--- config.mk ---
export PLATFORM = sky130hd
export DESIGN_NAME = exception_syndrome_access
export DESIGN_NICKNAME = d
export VERILOG_FILES = /design/src/syndrome_pkg.sv /design/src/exception_syndrome_access.sv /design/src/syndrome_store.sv
export VERILOG_INCLUDE_DIRS = /design/src
export SDC_FILE = /design/constraint.sdc
export NUM_CORES = 1
export LEC_CHECK = 0
export BUFFER_PORTS_ARGS = -buffer_cell sky130_fd_sc_hd__buf_2
export CELL_PAD_IN_SITES_DETAIL_PLACEMENT = 1
export CELL_PAD_IN_SITES_GLOBAL_PLACEMENT = 1
export CORE_UTILIZATION = 30
export CTS_BUF_LIST = sky130_fd_sc_hd__clkbuf_4 sky130_fd_sc_hd__clkbuf_8 sky130_fd_sc_hd__clkbuf_16
export DETAILED_ROUTE_END_ITERATION = 8
export PLACE_DENSITY = 0.86
export SLEW_MARGIN = 20
export SYNTH_ARGS = -nofsm -noshare
export SYNTH_HDL_FRONTEND = slang
export SYNTH_SLANG_ARGS = --single-unit
export TNS_END_PERCENT = 20
--- constraint.sdc ---
create_clock -name clk -period 2.9 [get_ports clk]
set_input_delay 0.58 -clock clk [delete_from_list [all_inputs] [get_ports clk]]
set_output_delay 0.58 -clock clk [all_outputs]
set_load 0.02 [all_outputs]
--- src/syndrome_defs.svh ---
// constants for the exception syndrome access block
`ifndef SYNDROME_DEFS_SVH
`define SYNDROME_DEFS_SVH

// -----------------------------------------------------------------
// system register encodings
// -----------------------------------------------------------------
`define SYN_OP0        2'h3
`define SYN_CRN        4'h5
`define SYN_CRM        4'h2
`define SYN_OP2        3'h0
`define SYN_OP1_L1     3'h0
`define SYN_OP1_ALIAS  3'h5
`define SYN_OP1_L2     3'h4

// -----------------------------------------------------------------
// classes, offsets and field positions
// -----------------------------------------------------------------
`define SYN_EC_SYSREG  6'h18
`define SYN_EC_UNKNOWN 6'h00
`define SYN_EC_DABT_LO 6'h24
`define SYN_EC_DABT_SM 6'h25
`define SYN_EC_IABT_LO 6'h20
`define SYN_EC_IABT_SM 6'h21
`define SYN_DEFER_OFS  12'h138
`define SYN_EC_MSB     31
`define SYN_EC_LSB     26
`define SYN_X2_MSB     55
`define SYN_X2_LSB     32
`define SYN_RES_MSB    63
`define SYN_RES_LSB    56
`define SYN_KEYB_BIT   0
`define SYN_KEYD_BIT   1
`define SYN_RESET_VAL  64'h0

`endif

--- src/syndrome_pkg.sv ---
// types shared by the exception syndrome access block
package syndrome_pkg;

    // privilege level of the issuing instruction
    typedef enum logic [1:0]
    {
        LVL0 = 2'b00,
        LVL1 = 2'b01,
        LVL2 = 2'b10,
        LVL3 = 2'b11
    } level_type;

    // system register access request
    typedef struct packed
    {
        logic        valid;
        logic        write;
        level_type   level;
        logic [1:0]  op0;
        logic [2:0]  op1;
        logic [3:0]  crn;
        logic [3:0]  crm;
        logic [2:0]  op2;
        logic [63:0] wdata;
    } sysreg_req_type;

    // hypervisor controls seen by the block
    typedef struct packed
    {
        logic l2_implemented;
        logic l2_enabled;
        logic l3_implemented;
        logic fine_traps_impl;
        logic fine_trap_gate;
        logic fine_read_trap;
        logic fine_write_trap;
        logic host_extension_enable;
        logic trap_read_vm_regs;
        logic trap_write_vm_regs;
        logic nested_virt_bit;
        logic nested_virt_level1_bit;
        logic nested_virt_defer_bit;
    } hyp_ctrl_type;

    // exception being committed
    typedef struct packed
    {
        logic        valid;
        logic        to_level2;
        logic [5:0]  ec;
        logic [24:0] iss;
        logic        store64_fault;
        logic [4:0]  store_status_reg_index;
        logic        auth_fail;
        logic        auth_data_key;
        logic        auth_b_key;
    } exc_type;

    // outcome of an access
    typedef enum logic [2:0]
    {
        RES_NONE  = 3'b000,
        RES_DONE  = 3'b001,
        RES_TRAP  = 3'b010,
        RES_UNDEF = 3'b011,
        RES_DEFER = 3'b100
    } result_type;

endpackage : syndrome_pkg

--- src/exception_syndrome_access.sv ---
// access control and syndrome capture for level-1 and level-2 syndromes
`timescale 1ns/1ps
`default_nettype none
`include "syndrome_defs.svh"

// Summary of operation
// - syndrome bit0 marks A or B key
// - key bit not relied on after reset
// - pure authenticate failure always raises exception
// - combined instructions: caller chooses exception or corruption
// - alias ordering from top level needs sync
// - decode level-1 name at its encoding
// - decode alias op1=5, level-2 op1=4
// - lowest level access is undefined
// - vm read/write trap bits trap to level2
// - fine grained trap bits trap to level2
// - nested 111 redirects to deferred page 0x138
// - level-1 name access from level2 follows host extension
// - alias reach, redirect, trap or undefined
// - level-2 name from level1: reach, trap, undefined
// - 64-bit level2 reg, zero if absent
// - level2 value undefined after return
// - undefined syndrome matches legitimate exception
// - top byte zero, bits 55:32 extra field
// - data abort extra field holds status index
// - instruction abort extra field zero
// - syndrome bit1 marks instruction or data key
// - bits 31:26 hold exception class
module exception_syndrome_access
(
    // clock and reset
    input  wire logic                          clk,
    input  wire logic                          rst,
    // pipeline requests and controls
    input  wire syndrome_pkg::sysreg_req_type  req,
    input  wire syndrome_pkg::hyp_ctrl_type    ctrl,
    input  wire syndrome_pkg::exc_type         exc,
    // access answer
    output logic                               resp_valid_q,
    output syndrome_pkg::result_type           resp_result_q,
    output logic [63:0]                        resp_rdata_q,
    // deferred page read/write request port
    output logic                               defer_we_q,
    output logic                               defer_re_q,
    output logic [11:0]                        defer_offset_q,
    output logic [63:0]                        defer_wdata_q,
    // trap exception to level2
    output logic                               trap_valid_q,
    output logic [5:0]                         trap_ec_q,
    // stored syndromes
    output logic [63:0]                        level1_syndrome_q,
    output logic [63:0]                        level2_syndrome_q
);

    // -----------------------------------------------------------------
    // decode functions
    // -----------------------------------------------------------------
    // common encoding match for a given op1
    function automatic logic enc_match(input syndrome_pkg::sysreg_req_type r,
                                       input logic [2:0] op1);
        enc_match = r.op0 == `SYN_OP0 && r.op1 == op1 && r.crn == `SYN_CRN &&
                    r.crm == `SYN_CRM && r.op2 == `SYN_OP2;
    endfunction : enc_match
    // build a stored syndrome with extra field cleaned per class
    function automatic logic [63:0] build_syn(input syndrome_pkg::exc_type e);
        logic [23:0] x2;
        logic [24:0] iss;
        x2  = 24'h000000;
        iss = e.iss;
        if ((e.ec == `SYN_EC_DABT_LO || e.ec == `SYN_EC_DABT_SM) && e.store64_fault)
            x2[4:0] = e.store_status_reg_index;
        // instruction aborts leave the extra field all zero
        if (e.auth_fail)
        begin
            iss = 25'h0;
            iss[`SYN_KEYB_BIT] = e.auth_b_key;
            iss[`SYN_KEYD_BIT] = e.auth_data_key;
        end
        build_syn = {8'h00, x2, e.ec, 1'b1, iss};
    endfunction : build_syn

    // -----------------------------------------------------------------
    // access resolution
    // -----------------------------------------------------------------
    logic        hit_l1;    // level-1 name
    logic        hit_alias; // alias name
    logic        hit_l2;    // level-2 name
    logic        l2on;      // level 2 enabled
    logic        fine_ok;   // fine traps active
    logic [2:0]  nvc;       // defer, level1, nested bits
    syndrome_pkg::result_type res_d;
    logic        tgt_l1_d;  // access reaches level-1 register
    logic        tgt_l2_d;  // access reaches level-2 register
    logic        zero_d;    // level2 absent: reads zero
    assign hit_l1    = enc_match(req, `SYN_OP1_L1);
    assign hit_alias = enc_match(req, `SYN_OP1_ALIAS);
    assign hit_l2    = enc_match(req, `SYN_OP1_L2);
    assign l2on      = ctrl.l2_enabled;
    assign fine_ok   = l2on && ctrl.fine_traps_impl &&
                       (!ctrl.l3_implemented || ctrl.fine_trap_gate);
    assign nvc       = {ctrl.nested_virt_defer_bit, ctrl.nested_virt_level1_bit,
                        ctrl.nested_virt_bit};
    // priority walk mirroring the per-level access tables
    always_comb
    begin
        res_d    = syndrome_pkg::RES_NONE;
        tgt_l1_d = 1'b0;
        tgt_l2_d = 1'b0;
        zero_d   = 1'b0;
        if (req.valid && (hit_l1 || hit_alias || hit_l2))
        begin
            res_d = syndrome_pkg::RES_DONE;
            unique case (req.level)
                syndrome_pkg::LVL0:
                    res_d = syndrome_pkg::RES_UNDEF;
                syndrome_pkg::LVL1:
                begin
                    if (hit_l1)
                    begin
                        if (l2on && (req.write ? ctrl.trap_write_vm_regs
                                               : ctrl.trap_read_vm_regs))
                            res_d = syndrome_pkg::RES_TRAP;
                        else if (fine_ok && (req.write ? ctrl.fine_write_trap
                                                       : ctrl.fine_read_trap))
                            res_d = syndrome_pkg::RES_TRAP;
                        else if (l2on && nvc == 3'b111)
                            res_d = syndrome_pkg::RES_DEFER;
                        else
                            tgt_l1_d = 1'b1;
                    end
                    else if (hit_alias)
                    begin
                        if (l2on && nvc == 3'b101)
                            res_d = syndrome_pkg::RES_DEFER;
                        else if (l2on && ctrl.nested_virt_bit)
                            res_d = syndrome_pkg::RES_TRAP;
                        else
                            res_d = syndrome_pkg::RES_UNDEF;
                    end
                    else if (l2on && ctrl.nested_virt_defer_bit && ctrl.nested_virt_bit)
                        tgt_l1_d = 1'b1;
                    else if (l2on && ctrl.nested_virt_bit)
                        res_d = syndrome_pkg::RES_TRAP;
                    else
                        res_d = syndrome_pkg::RES_UNDEF;
                end
                syndrome_pkg::LVL2:
                begin
                    if (hit_l1)
                    begin
                        tgt_l2_d = ctrl.host_extension_enable;
                        tgt_l1_d = !ctrl.host_extension_enable;
                    end
                    else if (hit_alias)
                    begin
                        if (ctrl.host_extension_enable)
                            tgt_l1_d = 1'b1;
                        else
                            res_d = syndrome_pkg::RES_UNDEF;
                    end
                    else
                        tgt_l2_d = 1'b1;
                end
                syndrome_pkg::LVL3:
                begin
                    // no ordering between the two names here; software syncs
                    if (hit_l1)
                        tgt_l1_d = 1'b1;
                    else if (hit_alias)
                    begin
                        if (l2on && ctrl.host_extension_enable)
                            tgt_l1_d = 1'b1;
                        else
                            res_d = syndrome_pkg::RES_UNDEF;
                    end
                    else if (ctrl.l2_implemented)
                        tgt_l2_d = 1'b1;
                    else
                        zero_d = 1'b1;
                end
            endcase
        end
    end

    // -----------------------------------------------------------------
    // syndrome storage
    // -----------------------------------------------------------------
    logic        l1_we;   // level-1 write strobe
    logic        l2_we;   // level-2 write strobe
    logic [63:0] l1_wd;   // level-1 write data
    logic [63:0] l2_wd;   // level-2 write data
    logic        acc_wr;  // register write that lands
    logic        trap_go; // trap or undefined into level2
    logic [63:0] trap_syn;
    assign acc_wr  = req.write && res_d == syndrome_pkg::RES_DONE;
    // undefined from level1+ routed here with the unknown class, a value
    // any legitimate undefined could leave, so nothing leaks upward
    assign trap_go = res_d == syndrome_pkg::RES_TRAP ||
                     (res_d == syndrome_pkg::RES_UNDEF && req.level != syndrome_pkg::LVL0 &&
                      l2on);
    assign trap_syn = {8'h00, 24'h000000,
                       (res_d == syndrome_pkg::RES_TRAP) ? `SYN_EC_SYSREG : `SYN_EC_UNKNOWN,
                       1'b1, 25'h0};
    // exception commit wins over an access in the same cycle; a trapped
    // access touches only the level-2 syndrome
    always_comb
    begin
        l1_we = 1'b0;
        l2_we = 1'b0;
        l1_wd = req.wdata;
        l2_wd = req.wdata;
        if (exc.valid)
        begin
            l1_we = !exc.to_level2;
            l2_we = exc.to_level2;
            l1_wd = build_syn(exc);
            l2_wd = build_syn(exc);
        end
        else if (trap_go)
        begin
            l2_we = ctrl.l2_implemented;
            l2_wd = trap_syn;
        end
        else if (acc_wr)
        begin
            l1_we = tgt_l1_d;
            l2_we = tgt_l2_d && ctrl.l2_implemented;
        end
    end
    // level-1 syndrome word; not reset-relied upon by software
    syndrome_store u_l1
    (
        .clk(clk), .rst(rst), .we(l1_we), .wdata(l1_wd), .value_q(level1_syndrome_q)
    );
    // level-2 syndrome word, kept across returns as an allowed value
    syndrome_store u_l2
    (
        .clk(clk), .rst(rst), .we(l2_we), .wdata(l2_wd), .value_q(level2_syndrome_q)
    );

    // -----------------------------------------------------------------
    // answer registers
    // -----------------------------------------------------------------
    // one-cycle answer to each access
    always_ff @(posedge clk)
    begin
        if (rst)
        begin
            resp_valid_q  <= 1'b0;
            resp_result_q <= syndrome_pkg::RES_NONE;
            resp_rdata_q  <= 64'h0;
        end
        else
        begin
            resp_valid_q  <= res_d != syndrome_pkg::RES_NONE;
            resp_result_q <= res_d;
            if (res_d == syndrome_pkg::RES_DONE && !req.write)
                resp_rdata_q <= zero_d   ? 64'h0 :
                                tgt_l2_d ? level2_syndrome_q : level1_syndrome_q;
            else
                resp_rdata_q <= 64'h0;
        end
    end
    // deferred page request
    always_ff @(posedge clk)
    begin
        if (rst)
        begin
            defer_we_q     <= 1'b0;
            defer_re_q     <= 1'b0;
            defer_offset_q <= 12'h000;
            defer_wdata_q  <= 64'h0;
        end
        else
        begin
            defer_we_q     <= res_d == syndrome_pkg::RES_DEFER && req.write;
            defer_re_q     <= res_d == syndrome_pkg::RES_DEFER && !req.write;
            defer_offset_q <= `SYN_DEFER_OFS;
            defer_wdata_q  <= req.wdata;
        end
    end
    // trap notification
    always_ff @(posedge clk)
    begin
        if (rst)
        begin
            trap_valid_q <= 1'b0;
            trap_ec_q    <= 6'h00;
        end
        else
        begin
            trap_valid_q <= res_d == syndrome_pkg::RES_TRAP;
            trap_ec_q    <= (res_d == syndrome_pkg::RES_TRAP) ? `SYN_EC_SYSREG : 6'h00;
        end
    end

    // -----------------------------------------------------------------
    // checks
    // -----------------------------------------------------------------
    undef_low_a: assert property (@(posedge clk) disable iff (rst)
        req.valid && hit_l1 && req.level == syndrome_pkg::LVL0
        |=> resp_result_q == syndrome_pkg::RES_UNDEF)
        else $error("lowest level access not undefined");
    vm_trap_a: assert property (@(posedge clk) disable iff (rst)
        req.valid && hit_l1 && req.level == syndrome_pkg::LVL1 && l2on && !req.write &&
        ctrl.trap_read_vm_regs |=> trap_valid_q && trap_ec_q == 6'h18)
        else $error("vm read trap missing");
    defer_redir_a: assert property (@(posedge clk) disable iff (rst)
        res_d == syndrome_pkg::RES_DEFER |=> (defer_we_q || defer_re_q) &&
        defer_offset_q == 12'h138)
        else $error("deferred access not issued");
    top_zero_a: assert property (@(posedge clk) disable iff (rst)
        level2_syndrome_q[63:56] == 8'h00 && level1_syndrome_q[63:56] == 8'h00)
        else $error("reserved byte not zero");
    commit_upd_a: assert property (@(posedge clk) disable iff (rst)
        exc.valid && exc.to_level2 |=> level2_syndrome_q[31:26] == $past(exc.ec))
        else $error("syndrome not updated on commit");
    trap_keep_a: assert property (@(posedge clk) disable iff (rst)
        !exc.valid && res_d == syndrome_pkg::RES_TRAP |=> $stable(level1_syndrome_q))
        else $error("trap changed level1 syndrome");
    alias_undef_a: assert property (@(posedge clk) disable iff (rst)
        req.valid && hit_alias && req.level == syndrome_pkg::LVL2 &&
        !ctrl.host_extension_enable |=> resp_result_q == syndrome_pkg::RES_UNDEF)
        else $error("alias without host extension not undefined");
    key_bit_a: assert property (@(posedge clk) disable iff (rst)
        exc.valid && !exc.to_level2 && exc.auth_fail
        |=> level1_syndrome_q[0] == $past(exc.auth_b_key) &&
            level1_syndrome_q[1] == $past(exc.auth_data_key))
        else $error("key select bits wrong");
    cv_defer_c: cover property (@(posedge clk) defer_we_q);
    cv_trap_c: cover property (@(posedge clk) trap_valid_q);
    cv_alias_c: cover property (@(posedge clk) req.valid && hit_alias && tgt_l1_d);
endmodule : exception_syndrome_access

`default_nettype wire

--- src/syndrome_store.sv ---
// one 64-bit syndrome word with registered read port
`timescale 1ns/1ps
`default_nettype none
`include "syndrome_defs.svh"

module syndrome_store
(
    // clock and reset
    input  wire logic        clk,
    input  wire logic        rst,
    // write side
    input  wire logic        we,
    input  wire logic [63:0] wdata,
    // registered contents
    output logic      [63:0] value_q
);

    // -----------------------------------------------------------------
    // storage
    // -----------------------------------------------------------------
    // top byte is forced to zero on every write so it always reads zero
    always_ff @(posedge clk)
    begin
        if (rst)
            value_q <= `SYN_RESET_VAL;
        else if (we)
            value_q <= {8'h00, wdata[55:0]};
    end

endmodule : syndrome_store

`default_nettype wire

# [After elaboration in Yosys (flattened, before gate mapping)]
# Cells that the tools add are included.
# W data, S select, Z words.
[word_totals] register_bits=265 latch_bits=0 ramBits=0 romBits=0 inputBits=141 out_inout_bits=281 word_cells=132 memories=0
[op_classes] n_addsub=0 multipliers=0 div_mod_pow=0 n_lt_le_gt_ge=0 n_eq_ne=16 shifts=0 muxes=58 n_bitwise=1 n_reduce_logical=46
[ops] operator="$mux W56" n=4
[ops] operator="$mux W1" n=33
[ops] operator="$logic_and A1 B1 Y1" n=31
[ops] operator="$mux W25" n=1
[ops] operator="$mux W3" n=8
[ops] operator="$eq A3 B3 Y1 const B" n=5
[ops] operator="$eq A6 B6 Y1 const B" n=2
[ops] operator="$mux W2" n=6
[ops] operator="$pmux W3 S4" n=1
[ops] operator="$mux W5" n=2
[ops] operator="$mux W9" n=1
[ops] operator="$eq A2 B2 Y1 const B" n=3
[ops] operator="$eq A3 B2 Y1 const B" n=2
[ops] operator="$logic_not A3 Y1" n=2
[ops] operator="$logic_or A1 B1 Y1" n=5
[ops] operator="$eq A4 B2 Y1 const B" n=1
[ops] operator="$eq A4 B3 Y1 const B" n=1
[ops] operator="$logic_not A1 Y1" n=4
[ops] operator="$eq A3 B1 Y1 const B" n=1
[ops] operator="$pmux W1 S3" n=1
[ops] operator="$reduce_bool A3 Y1" n=1
[ops] operator="$reduce_or A3 Y1" n=1
[ops] operator="$eq A2 B1 Y1 const B" n=1
[ops] operator="$logic_not A2 Y1" n=1
[ops] operator="3 further kinds" n=3

# [Depth between registers and ports, before layout]
[depth] ltp_word=15 depth_mapped=10 depth_no_buf=7

# [Modules after synthesis]
# From an unflattened synthesis, not the netlist that was laid out.
[unflattened] cells_unflattened=1069 hier_area_um2=9982.1
[modules_own_cells] mod="exception_syndrome_access" n_inst=1 cells_each=691 area_each_um2=5825.6 seq_area_each_um2=2722.6
[modules_own_cells] mod="syndrome_store" n_inst=2 cells_each=189 area_each_um2=2078.2 seq_area_each_um2=1121.1

# [Worst setup path before layout]
# Ideal clock, no wire load.
[synth_path] kind="input to register" from="input req[67] (netlist name)" to="register u_l1.value_q[32]" setup_time_ps=134 arrival_time_ps=2984 required_time_ps=2766 setup_slack_ps=-218 stages=9 path_buffers=2 cell_sequence="or4b_4 -> nor4b_2 -> buf_4 -> nand3_4 -> or3_1 -> a2111o_1 -> buf_6 -> a222oi_1 -> a211oi_1"
[synth_between] elab_chain_len=13 elab_cells_between_ends=36 classes_between="eq/ne (4); mux (19); reduce/logical (13)"
[synth_rtl] element="start: declaration" line="exception_syndrome_access.sv:35" rtl="input wire syndrome_pkg::sysreg_req_type req,"
[synth_rtl] element="$eq A4 B2 Y1 (no source line) (*)"
[synth_rtl] element="$logic_and A1 B1 Y1 (no source line) (2 in series)"
[synth_rtl] element="$mux W2 (tied with other cells)" line="exception_syndrome_access.sv:169" rtl="else if (hit_alias)"
[synth_rtl] element="$mux W2 (tied with other cells)" line="exception_syndrome_access.sv:167" rtl="if (hit_l1)"
[synth_rtl] element="$pmux W3 S4 or $logic_and A1 B1 Y1 (tied branches)" line="exception_syndrome_access.sv:113, exception_syndrome_access.sv:110"
[synth_rtl] element="$mux W3" line="exception_syndrome_access.sv:110" rtl="if (req.valid && (hit_l1 || hit_alias || hit_l2))"
[synth_rtl] element="$eq A3 B2 Y1" line="exception_syndrome_access.sv:199" rtl="(res_d == syndrome_pkg::RES_UNDEF && req.level != syndrome_pkg::LVL0 &&"
[synth_rtl] element="$logic_and A1 B1 Y1 (2 in series)" line="exception_syndrome_access.sv:199"
[synth_rtl] element="$logic_or A1 B1 Y1" line="exception_syndrome_access.sv:198" rtl="assign trap_go = res_d == syndrome_pkg::RES_TRAP ||"
[synth_rtl] element="$mux W1 (*)" line="exception_syndrome_access.sv:219" rtl="else if (trap_go)"
[synth_rtl] element="$mux W1 (*)" line="exception_syndrome_access.sv:212" rtl="if (exc.valid)"
[synth_rtl] element="end signal: assignment" line="syndrome_store.sv:25" rtl="value_q <= `SYN_RESET_VAL;"
[synth_rtl] element="end signal: assignment" line="syndrome_store.sv:27" rtl="value_q <= {8'h00, wdata[55:0]};"
[synth_rtl] element="end: declaration" line="syndrome_store.sv:15" rtl="output logic [63:0] value_q"
# Every way passes the cells marked *; elsewhere a longest branch is shown, timed or not.
# A chain may end at the register's enable or synchronous reset.

# [Worst setup path after layout]
[layout_path] from="input req[77] (netlist name)" to="register resp_rdata_q[29]"
[layout_between] elab_chain_len=13 elab_cells_between_ends=41 classes_between="eq/ne (3); mux (19); bitwise (1); reduce/logical (18)"
[layout_rtl] element="$eq A3 B3 Y1 or $logic_not A3 Y1 (tied branches)" line="exception_syndrome_access.sv:61" rtl="enc_match = r.op0 == `SYN_OP0 && r.op1 == op1 && r.crn == `SYN_CRN &&"
[layout_rtl] element="$logic_and A1 B1 Y1" line="exception_syndrome_access.sv:61"
[layout_rtl] element="$logic_and A1 B1 Y1 (no source line) (3 in series)"
[layout_rtl] element="$mux W2 (tied with other cells)" line="exception_syndrome_access.sv:169"
[layout_rtl] element="$mux W2 (tied with other cells)" line="exception_syndrome_access.sv:167"
[layout_rtl] element="$pmux W3 S4 or $logic_and A1 B1 Y1 (tied branches)" line="exception_syndrome_access.sv:113, exception_syndrome_access.sv:110"
[layout_rtl] element="$mux W3" line="exception_syndrome_access.sv:110"
[layout_rtl] element="$eq A3 B1 Y1" line="exception_syndrome_access.sv:257" rtl="if (res_d == syndrome_pkg::RES_DONE && !req.write)"
[layout_rtl] element="$logic_and A1 B1 Y1" line="exception_syndrome_access.sv:257"
[layout_rtl] element="$not A1 Y1 (no source line)"
[layout_rtl] element="$reduce_or A3 Y1 (no source line)"
[layout_rtl] element="end signal: assignment" line="exception_syndrome_access.sv:258" rtl="resp_rdata_q <= zero_d ? 64'h0 :"
[layout_rtl] element="end: declaration" line="exception_syndrome_access.sv:41" rtl="output logic [63:0] resp_rdata_q,"
# Several ways; a longest one is shown, not always the timed one.

==> impl_metrics.json <==
{
  "fillers": 3559,
  "clock_latency_ps": 530,
  "grt-ovfl-total": 0,
  "max-slew-margin-rel_pct": 57.7,
  "worstPathRequired_ps": 3340,
  "die-area_sq_um": 31000,
  "clk_pin_slew_ps": 60,
  "cp.arrival_ps": 3280,
  "start_util_pct": 30.6,
  "fin_nets": 1514,
  "syn_inst": 982,
  "cts_setup_buffers": 0,
  "dp_slack_ps": -447,
  "total_leakage_power_nw": 5.71,
  "finalMaxSlewViolations": 0,
  "cts_made_buffers": 27,
  "drc": 0,
  "max_freq_ghz": 0.352,
  "finalWorstSetupSlack_ps": 57.7,
  "n_antenna_cell": 0,
  "num_vias": 9112,
  "crit_path_end_kind": "flop",
  "worst_pin_slew_ps": 634,
  "dr.pass1.iters": 7,
  "io_buffer_count": 385,
  "core_area_sq_um": 29700,
  "finalSetupTns_ps": 0,
  "outcome": "complete, no violations",
  "post_drt_via_cell_ratio": 5.11,
  "powerDensity_nw_per_um2": 643,
  "htree_levels": 1,
  "ys_ff_latch": 240,
  "seq_area_sq_um": 4800,
  "max_cap_violations": 0,
  "rows": 63,
  "routed_wl_um": 35800,
  "rsz0062_at_grt": "false",
  "cts.sinks": 240,
  "hpwl_um": 25800,
  "finClkSkew_ps": 12.8,
  "cts_buffer_depth": 3,
  "synth_warnings": 0,
  "critPathMaxFanout": 35,
  "grt_pass1_vias": 9535,
  "antenna_found_initial": 1,
  "power_mw": 8.14,
  "grt_util_all_layers_pct": 22.4,
  "routabilityCongestion": 0.870,
  "synth_edf_count": 0,
  "drt_iter0_markers": 573,
  "grt_pass1_wl_um": 54100,
  "netlist_area_sq_um": 9100,
  "whs_ps": 267,
  "multi_input_area_sq_um": 3720,
  "placed_cells": 1733,
  "hold_path.class": "in -> reg",
  "async_reset_ff_share_pct": 0,
  "vdd_drop_max_v": 0.000354,
  "post_drt_wl_per_cell_um": 20.1,
  "layout_commonest_cell": "buf_2",
  "critPathKind": "in -> reg",
  "layout-drive-gt1-share_pct": 37.5,
  "cts_tree": "yes",
  "postCtsHoldBufs": 0,
  "synth_area_per_cell_sq_um": 9.27,
  "layout_common_cells": "buf_2 (384), dfxtp_1 (240), nand2_1 (144), a21oi_1 (83), nor2b_1 (72)",
  "drtAntennaViolNets": 0,
  "period_minus_slack_ps": 2840,
  "grt_start_max_net_pins": 47,
  "ctsRootBufferMaster": "clkbuf_16",
  "die_w_um": 176,
  "finalNonFillerCells": 1783,
  "final-hold-violation-count": 0,
  "synth.distinct_cells": 57,
  "yosys_most_used_dff": "dfxtp_1",
  "ios": 422,
  "setup_viol": 0,
  "dieHeight_um": 176,
  "area_growth_pct": 38.9,
  "fin_crit_sh_pct": 98.0,
  "ys_seq_area_share_pct": 52.8,
  "worstSetupStartpointType": "input port"
}
worst max-delay path: stages:
cell and delay [ps]:
buf_2 100, or4_1 510, or4_4 600, nand4_1 160, a21oi_2 120, nor3_2 200, or4b_4 560, buf_12 210
a21oi_1 210
synth_stat cells, types with 2 or more instances:
master | n | area share [%]
a221oi_2 | 2 | 0.33
o21ai_0 | 7 | 0.38
and2_1 | 3 | 0.21
buf_4 | 45 | 3.7
nand4bb_1 | 3 | 0.37
a221oi_1 | 23 | 2.2
buf_2 | 11 | 0.60
a211oi_1 | 37 | 3.1
nor4_1 | 2 | 0.14
nand2b_1 | 3 | 0.21
clkbuf_1 | 47 | 1.9
a222oi_1 | 28 | 3.1
o21bai_1 | 4 | 0.33
inv_1 | 34 | 1.4
a22o_1 | 25 | 2.4
nor3_1 | 27 | 1.5
a31o_1 | 2 | 0.19
mux2i_1 | 8 | 0.88
a311oi_1 | 2 | 0.19
mux2_2 | 6 | 0.74
nor2_1 | 52 | 2.1
nor2b_1 | 72 | 4.9
or4_1 | 2 | 0.16
a21oi_1 | 84 | 4.6
dfxtp_1 | 240 | 53
o22ai_1 | 2 | 0.14
nand4_1 | 2 | 0.14
nand2_1 | 145 | 6.0
buf_6 | 8 | 0.99
nand3_1 | 23 | 1.3
buf_1 | 4 | 0.16
a31oi_1 | 3 | 0.21
and3_1 | 2 | 0.14
sequential cells by signal, indices dropped and copies added, names as in the netlist:
name            flops
defer_offset_q      1
defer_re_q          1
defer_wdata_q      64
defer_we_q          1
resp_rdata_q       56
resp_result_q       3
resp_valid_q        1
trap_ec_q           1
u_l1.value_q       56
u_l2.value_q       56
per-stage QoR:
stage               cell area [sq um]  util (%)
finish                          12600      42.5
global route                    12600      42.5
CTS                             12600      42.5
detailed placement              11600      39.1
global placement                11600      39.1
floorplan                        9260         -
power breakdown:
part	switching, mW	internal, mW
Clock	1.37	2.36
Combinational	0.580	0.321
Sequential	0.0790	3.42
layout make-up:
class	count	share of cell area (%)
flip-flops and latches	240	38.0
multi-input cells	627	29.4
repair buffers	442	19.9
clock buffers	39	6.35
well taps	390	3.86
clock inverters	10	1.45
inverters	35	1.04
repair_timing:
action / CTS / global route
gates resized for setup: 0 / 1
hold endpoints to repair: 0 / 0
setup endpoints to repair: 0 / 2
worst paths after layout:
| kind | from | to | slack, ps | cells after the start |
|---|---|---|---|---|
| worst max-delay path | req[77] | resp_rdata_q[29] | 60 | 9 |
| worst min-delay path | req[60] | defer_wdata_q[60] | 270 | 2 |
| worst max register to register | u_l1.value_q[31] | u_l1.value_q[31] | 2050 | 2 |
| worst min register to register | u_l2.value_q[23] | resp_rdata_q[23] | 470 | 2 |
cells by family (layout without fill, tap and decap cells):
family	Yosys count	in the layout	share of synthesized area, %
DFF	240	240	52.8
and+or+nand+nor	347	347	18.4
AOI/OAI and AO/OA	230	230	18.3
other	1	36	0.0412
muxes	14	14	1.62
buffers and inverters	150	526	8.85
per-layer routing:
layer	GRT usage (%)	routed length, um	vias to the layer above	share of wire (%)
li1	-	-	4157	-
met1	25.2	13700	4377	38
met2	39.6	17800	479	50
met3	4.80	2780	97	7.8
met4	11.1	1550	2	4.3
met5	0	13	-	0.036
(Power assumes the default switching activity.)
